--- src/common/ratio_pkg.sv ---
`default_nettype none
package ratio_pkg;
   // multiplier expressed in half steps (value x2)
   localparam int CFG_W = 6;
   localparam int MULT_W = 7;
   localparam logic [5:0] CFG_10X5 = 6'h22;
   localparam logic [5:0] CFG_11X = 6'h26;
   localparam logic [5:0] CFG_11X5 = 6'h00;
   localparam logic [5:0] CFG_12X = 6'h2e;
   localparam logic [5:0] CFG_12X5 = 6'h3e;
   localparam logic [5:0] CFG_13X = 6'h16;
   localparam logic [5:0] CFG_13X5 = 6'h38;
   localparam logic [5:0] CFG_14X = 6'h32;
   localparam logic [5:0] CFG_15X = 6'h06;
   localparam logic [5:0] CFG_16X = 6'h36;
   localparam logic [5:0] CFG_17X = 6'h02;
   localparam logic [5:0] CFG_18X = 6'h0a;
   localparam logic [5:0] CFG_20X = 6'h0e;
   localparam logic [5:0] CFG_21X = 6'h12;
   localparam logic [5:0] CFG_24X = 6'h1a;
   localparam logic [5:0] CFG_28X = 6'h3a;
   localparam logic [5:0] CFG_BYPASS = 6'h0c;
   localparam logic [5:0] CFG_OFF = 6'h3c;
   localparam logic [6:0] VCO_MULT_1X = 7'h02;
   localparam logic [6:0] MULT_NONE = 7'h00;
   // bypass core runs at the bus clock, reported as 1x
   localparam logic [7:0] CORE_MULT_1X = 8'h04;
   localparam logic [7:0] CORE_NONE = 8'h00;
   localparam logic [1:0] DFS_NONE = 2'h0;
   localparam logic [1:0] DFS_HALF = 2'h1;
   localparam logic [1:0] DFS_QUARTER = 2'h2;
   // core multiplier x4 output width
   localparam int CORE_W = 8;
endpackage : ratio_pkg
`default_nettype wire

--- src/hdl/ratio_lut.sv ---
`default_nettype none
module ratio_lut (
   // clock
   input wire logic clk,
   // lookup
   input wire logic [5:0] code,
   output logic [6:0] mult_x2,
   output logic known
);
   typedef struct packed {
      logic [6:0] mult;
      logic known;
   } lut_t;

   lut_t lut_reg;
   lut_t lut_next;

   always_comb begin
      lut_next.known = 1'b1;
      case (code)
         ratio_pkg::CFG_10X5: lut_next.mult = 7'h15;
         ratio_pkg::CFG_11X: lut_next.mult = 7'h16;
         ratio_pkg::CFG_11X5: lut_next.mult = 7'h17;
         ratio_pkg::CFG_12X: lut_next.mult = 7'h18;
         ratio_pkg::CFG_12X5: lut_next.mult = 7'h19;
         ratio_pkg::CFG_13X: lut_next.mult = 7'h1a;
         ratio_pkg::CFG_13X5: lut_next.mult = 7'h1b;
         ratio_pkg::CFG_14X: lut_next.mult = 7'h1c;
         ratio_pkg::CFG_15X: lut_next.mult = 7'h1e;
         ratio_pkg::CFG_16X: lut_next.mult = 7'h20;
         ratio_pkg::CFG_17X: lut_next.mult = 7'h22;
         ratio_pkg::CFG_18X: lut_next.mult = 7'h24;
         ratio_pkg::CFG_20X: lut_next.mult = 7'h28;
         ratio_pkg::CFG_21X: lut_next.mult = 7'h2a;
         ratio_pkg::CFG_24X: lut_next.mult = 7'h30;
         ratio_pkg::CFG_28X: lut_next.mult = 7'h38;
         default: begin
            lut_next.mult = ratio_pkg::MULT_NONE;
            lut_next.known = 1'b0;
         end
      endcase
   end

   always_ff @(posedge clk) begin
      lut_reg <= lut_next;
   end

   assign mult_x2 = lut_reg.mult;
   assign known = lut_reg.known;
endmodule : ratio_lut
`default_nettype wire

--- src/hdl/pll_ratio_strap_decoder.sv ---
// Contract
// - codes 100010,100110,000000,101110 give 10.5x,11x,11.5x,12x with VCO 1x.
// - codes 111110,010110,111000,110010 give 12.5x,13x,13.5x,14x with VCO 1x.
// - codes 000110,110110,000010,001010 give 15x,16x,17x,18x with VCO 1x.
// - codes 001110,010010,011010,111010 give 20x,21x,24x,28x with VCO 1x.
// - code 001100 bypasses the PLL and clocks the core from the bus clock.
// - code 111100 turns the PLL off and stops all internal clocking.
// - in bypass the bus runs at half the bus clock, the core at full rate.
// - decoded multipliers apply only with frequency switching disabled; the code also applies them unchanged with select value 3.
// - core and VCO frequency follow the six configuration inputs as sampled once after reset release.
// - frequency switching halves or quarters the decoded multiplier.
`default_nettype none
module pll_ratio_strap_decoder (
   // clock and reset
   input wire logic MCLK,
   input wire logic RST,
   // straps and bus clock qualifier
   input wire logic [5:0] RATIO_CFG,
   input wire logic BYPASS_PHASE_QUALIFIER,
   // frequency switching select: 0 off, 1 half, 2 quarter
   input wire logic [1:0] DYNAMIC_FREQ_SWITCHING,
   // decoded results, core multiplier in quarter steps (x4), VCO multiplier in half steps (x2)
   output logic [7:0] CORE_MULT_X4,
   output logic [6:0] VCO_MULT_X2,
   output logic PLL_ENABLE,
   output logic PLL_BYPASS,
   output logic CORE_CLOCK_ENABLE,
   output logic BUS_CLOCK_ENABLE,
   output logic RESERVED_CODE,
   output logic CFG_VALID
);
   typedef enum logic [3:0] {
      ST_RESET = 4'h1,
      ST_CAPTURE = 4'h2,
      ST_DECODE = 4'h4,
      ST_RUN = 4'h8
   } state_t;

   typedef struct packed {
      state_t st;
      logic [5:0] cfg;
      logic [7:0] core;
      logic [6:0] vco;
      logic pll_en;
      logic bypass;
      logic core_en;
      logic bus_en;
      logic reserved;
      logic valid;
   } regs_t;

   regs_t state_reg;
   regs_t state_next;
   logic [6:0] lut_mult;
   logic lut_known;

   // decode of the latched code, registered
   ratio_lut u_lut (
      .clk(MCLK),
      .code(state_reg.cfg),
      .mult_x2(lut_mult),
      .known(lut_known)
   );

   function automatic logic [7:0] apply_dfs(input logic [6:0] m2, input logic [1:0] sel);
      logic [7:0] m4;
      m4 = {m2, 1'h0};
      case (sel)
         ratio_pkg::DFS_HALF: apply_dfs = {1'h0, m4[7:1]};
         ratio_pkg::DFS_QUARTER: apply_dfs = {2'h0, m4[7:2]};
         default: apply_dfs = m4;
      endcase
   endfunction : apply_dfs

   always_comb begin
      state_next = state_reg;
      case (state_reg.st)
         ST_RESET: state_next.st = ST_CAPTURE;
         // straps sampled once after reset release; held stable by the board
         ST_CAPTURE: begin
            state_next.cfg = RATIO_CFG;
            state_next.st = ST_DECODE;
         end
         // wait one cycle for the registered lookup
         ST_DECODE: state_next.st = ST_RUN;
         ST_RUN: begin
            state_next.valid = 1'b1;
            state_next.vco = ratio_pkg::MULT_NONE;
            state_next.core = ratio_pkg::CORE_NONE;
            state_next.pll_en = 1'b0;
            state_next.bypass = 1'b0;
            state_next.core_en = 1'b0;
            state_next.bus_en = 1'b0;
            state_next.reserved = 1'b0;
            if (state_reg.cfg == ratio_pkg::CFG_BYPASS) begin
               state_next.bypass = 1'b1;
               state_next.core_en = 1'b1;
               state_next.core = ratio_pkg::CORE_MULT_1X;
               state_next.bus_en = BYPASS_PHASE_QUALIFIER;
            end else if (state_reg.cfg == ratio_pkg::CFG_OFF) begin
               state_next.core_en = 1'b0;
            end else if (lut_known) begin
               state_next.pll_en = 1'b1;
               state_next.core_en = 1'b1;
               state_next.bus_en = 1'b1;
               state_next.vco = ratio_pkg::VCO_MULT_1X;
               state_next.core = apply_dfs(lut_mult, DYNAMIC_FREQ_SWITCHING);
            end else begin
               // reserved codes leave all clocks stopped
               state_next.reserved = 1'b1;
            end
         end
         default: state_next.st = ST_RESET;
      endcase
   end

   always_ff @(posedge MCLK or posedge RST) begin
      if (RST) begin
         state_reg <= '{st: ST_RESET, default: '0};
      end else begin
         state_reg <= state_next;
      end
   end

   assign CORE_MULT_X4 = state_reg.core;
   assign VCO_MULT_X2 = state_reg.vco;
   assign PLL_ENABLE = state_reg.pll_en;
   assign PLL_BYPASS = state_reg.bypass;
   assign CORE_CLOCK_ENABLE = state_reg.core_en;
   assign BUS_CLOCK_ENABLE = state_reg.bus_en;
   assign RESERVED_CODE = state_reg.reserved;
   assign CFG_VALID = state_reg.valid;
endmodule : pll_ratio_strap_decoder
`default_nettype wire

--- config.mk ---
export PLATFORM = sky130hd
export DESIGN_NAME = pll_ratio_strap_decoder
export DESIGN_NICKNAME = d
export VERILOG_FILES = /design/src/common/ratio_pkg.sv /design/src/hdl/ratio_lut.sv /design/src/hdl/pll_ratio_strap_decoder.sv
export SDC_FILE = /design/constraint.sdc
export NUM_CORES = 1
export LEC_CHECK = 0
export ABC_AREA = 1
export BUFFER_PORTS_ARGS = -buffer_cell sky130_fd_sc_hd__buf_2
export CAP_MARGIN = 40
export CELL_PAD_IN_SITES_DETAIL_PLACEMENT = 0
export CELL_PAD_IN_SITES_GLOBAL_PLACEMENT = 2
export CORE_ASPECT_RATIO = 2
export CORE_MARGIN = 3
export CORE_UTILIZATION = 29
export DETAILED_ROUTE_END_ITERATION = 8
export MAX_ROUTING_LAYER = met4
export PLACE_DENSITY_LB_ADDON = 0.1
export SYNTH_ARGS = -nofsm -noshare
export SYNTH_HDL_FRONTEND = slang
export SYNTH_SLANG_ARGS = --single-unit
--- constraint.sdc ---
create_clock -name MCLK -period 1.3 [get_ports MCLK]
set_clock_uncertainty 0.15 [all_clocks]
set_input_delay 0.195 -clock MCLK [delete_from_list [all_inputs] [get_ports MCLK]]
set_output_delay 0.195 -clock MCLK [all_outputs]
set_load 0.005 [all_outputs]
==> metrics.yaml <==
dpl_worst_slack_ns: -0.127
row_count: 38
nNetsFinal: 270
area_delta_synth_final_pct: 30.8
powerDensity_nw_per_um2: 947
hold_viol: 0
worstReg2RegStart: "state_reg[22]"
grt_pass1_wl_um: 6640
synth-seq-area-share_pct: 42.1
drtIter0Drc: 33
setup_viol: 16
place_congestion: 0.748
cts_tree: "built"
drv_cap: 0
antenna_found_initial: 0
yosys_register_bits: 30
ys_top_cells_by_area: "dfrtp_1 (32%), nand2_1 (14%), dfxtp_1 (8.2%)"
hold_class: "input port to register"
violations: "setup timing"
synth.top_cell.area_share_pct: 32.4
clockRootBuffer: "clkbuf_8"
cts_sinks: 30
yosys_warnings: 0
crit_path_max_incr_delay_ns: 0.45
htree_levels: 2
grtUsageTotal_pct: 13.0
insertion_delay_ns: 0.28
syn_area_um2: 1700
cp_slowest_cell: "dfrtp_2"
numPortBuffers: 24
synth_area_leader_cell: "dfrtp_1"
largest_reg_flops: 10
ant_nets: 0
num_vias: 1410
cts_made_buffers: 5
crit_start: "state_reg[22]"
peakVddDrop_mv: 0.729
wl_per_cell_um: 11.9
wl_um: 3790
startpoint_type: "register"
drive_gt1_share_pct: 42.2
arrival_ns: 1.42
final_core_util_pct: 40.0
vias_per_cell: 4.43
rsz0062_at_grt: "true"
dpl.hpwl_um: 3160
grt_max_degree: 16
clkSlewWorstSetupHoldPaths_ns: 0.06
status: "finished with violations"
initial_utilization_pct: 30.6
cts_buffer_depth: 2
first_global_vias: 1480
hold_start: "BYPASS_PHASE_QUALIFIER"
slew_violations: 0
worstPathRequired_ns: 1.37
fin_crit_ns: 1.34
crit_type: "register to register"
drtPass1Iterations: 4
dieHeight_um: 114
setup_slack_ns: -0.0423
die_x_um: 60.2
cp_max_fo: 4
syn_inst: 210
leakage_uw: 0.00110
crit_path_end_kind: "register"
diodes: 0
timing.fmax_ghz: 0.745
finalCritPeriodShare_pct: 103
grt-ovfl-total: 0
avgSynthCellArea_um2: 8.10
hold_ws_ns: 0.0322
core_um2: 5560
die_area_um2: 6880
yosysUniqueCellTypes: 28
drc: 0
num_io_pins: 32
crit_chain: "nor2_4 > nand3_1 > nand3_2 > nor2_1 > nand2_1"
[critical path: cells and delay by family, from the launching register on]
kind,cells,cell delay (ns)
DFF,1,0.45
and+or+nand+nor,5,0.68
[area by class of cell]
cell class	instances	area [um2]
tap	60	75.1
clock buffer	7	86.3
clock inverter	1	5.00
inverter	23	91.3
fill	594	3340
timing repair buffer	51	373
sequential	30	723
multi-input combinational	146	872
[through the flow]
stage	instances	setup TNS (ns)	cell area, um2	total power [uW]
4_1_cts	315	-0.273	2130	2140
2_1_floorplan	216	0	1720	1230
3_3_place_gp	299	-0.936	1940	1310
3_5_place_dp	299	-1.02	1940	1320
6_report	318	-0.400	2230	2110
5_1_grt	318	-1.85	2230	2230
[timing repair]
item | 4_1_cts | 5_1_grt
hold buffers | 7 | 0
buffers inserted | 1 | 3
resized for setup | 11 | 24
endpoints found under the setup margin | 19 | 25
pin swaps | 5 | 5
endpoints found under the hold margin | 13 | 0
[path summary, 6_finish.rpt]
kind,endpoint,slack [ns],cells after the start
min reg2reg,CFG_VALID,0.31,1
min in group asynchronous,state_reg[29],0.32,3
min,BUS_CLOCK_ENABLE,0.03,3
max in group asynchronous,CORE_MULT_X4[4],0.26,4
max reg2reg,u_lut.mult_x2[2],-0.04,5
max,u_lut.mult_x2[2],-0.04,5
[synth_stat cells]
cell      instances
nand2_1          65
dfrtp_1          22
inv_1            18
buf_4            15
o21ai_0          13
nand3_1          12
nor2_1           11
dfxtp_1           7
o21ai_2           6
nor2_2            5
inv_2             4
nand2_2           4
nand3_4           4
nor2_4            4
a21oi_1           3
nand3_2           3
ha_1              2
nand4_1           2
a22o_1            1
buf_2             1
buf_6             1
clkinv_4          1
conb_1            1
dfstp_2           1
nand3b_1          1
nor3_1            1
nor3_4            1
or2_2             1
[report_power, final]
| part | internal, uW | switching (uW) |
|---|---|---|
| Sequential | 983 | 41.5 |
| Clock | 426 | 342 |
| Combinational | 137 | 178 |
[kinds of logic (layout without fill, tap and decap cells)]
group,after synthesis,after routing,share of synthesized area (%)
AO/OA/AOI/OAI,23,23,8.31
adder cells (fa/ha/maj),2,2,1.47
buffers and inverters,40,82,12.9
flip-flops,30,30,42.1
other,1,7,0.220
AND/OR/NAND/NOR,114,114,34.9
[placed cells by master, fill, tap and decap left out, drive strengths merged, types with 3 or more instances in the layout]
master       instances
nand3               19
nor2                20
conb                 7
dlygate4sd3          7
a21oi                3
o21ai               19
nand2               69
dfrtp               22
inv                 22
buf                 44
dfxtp                7
clkbuf               7
[layer usage]
metal | wire length (um) | share of wire [%] | global-route usage, %
met1 | 1240 | 33 | 11.5
met2 | 2390 | 63 | 26.0
met3 | 105 | 2.8 | 2.03
met4 | 48 | 1.3 | 3.99
met5 | 0 | 0 | -
Power figures use the tool's default switching activity.
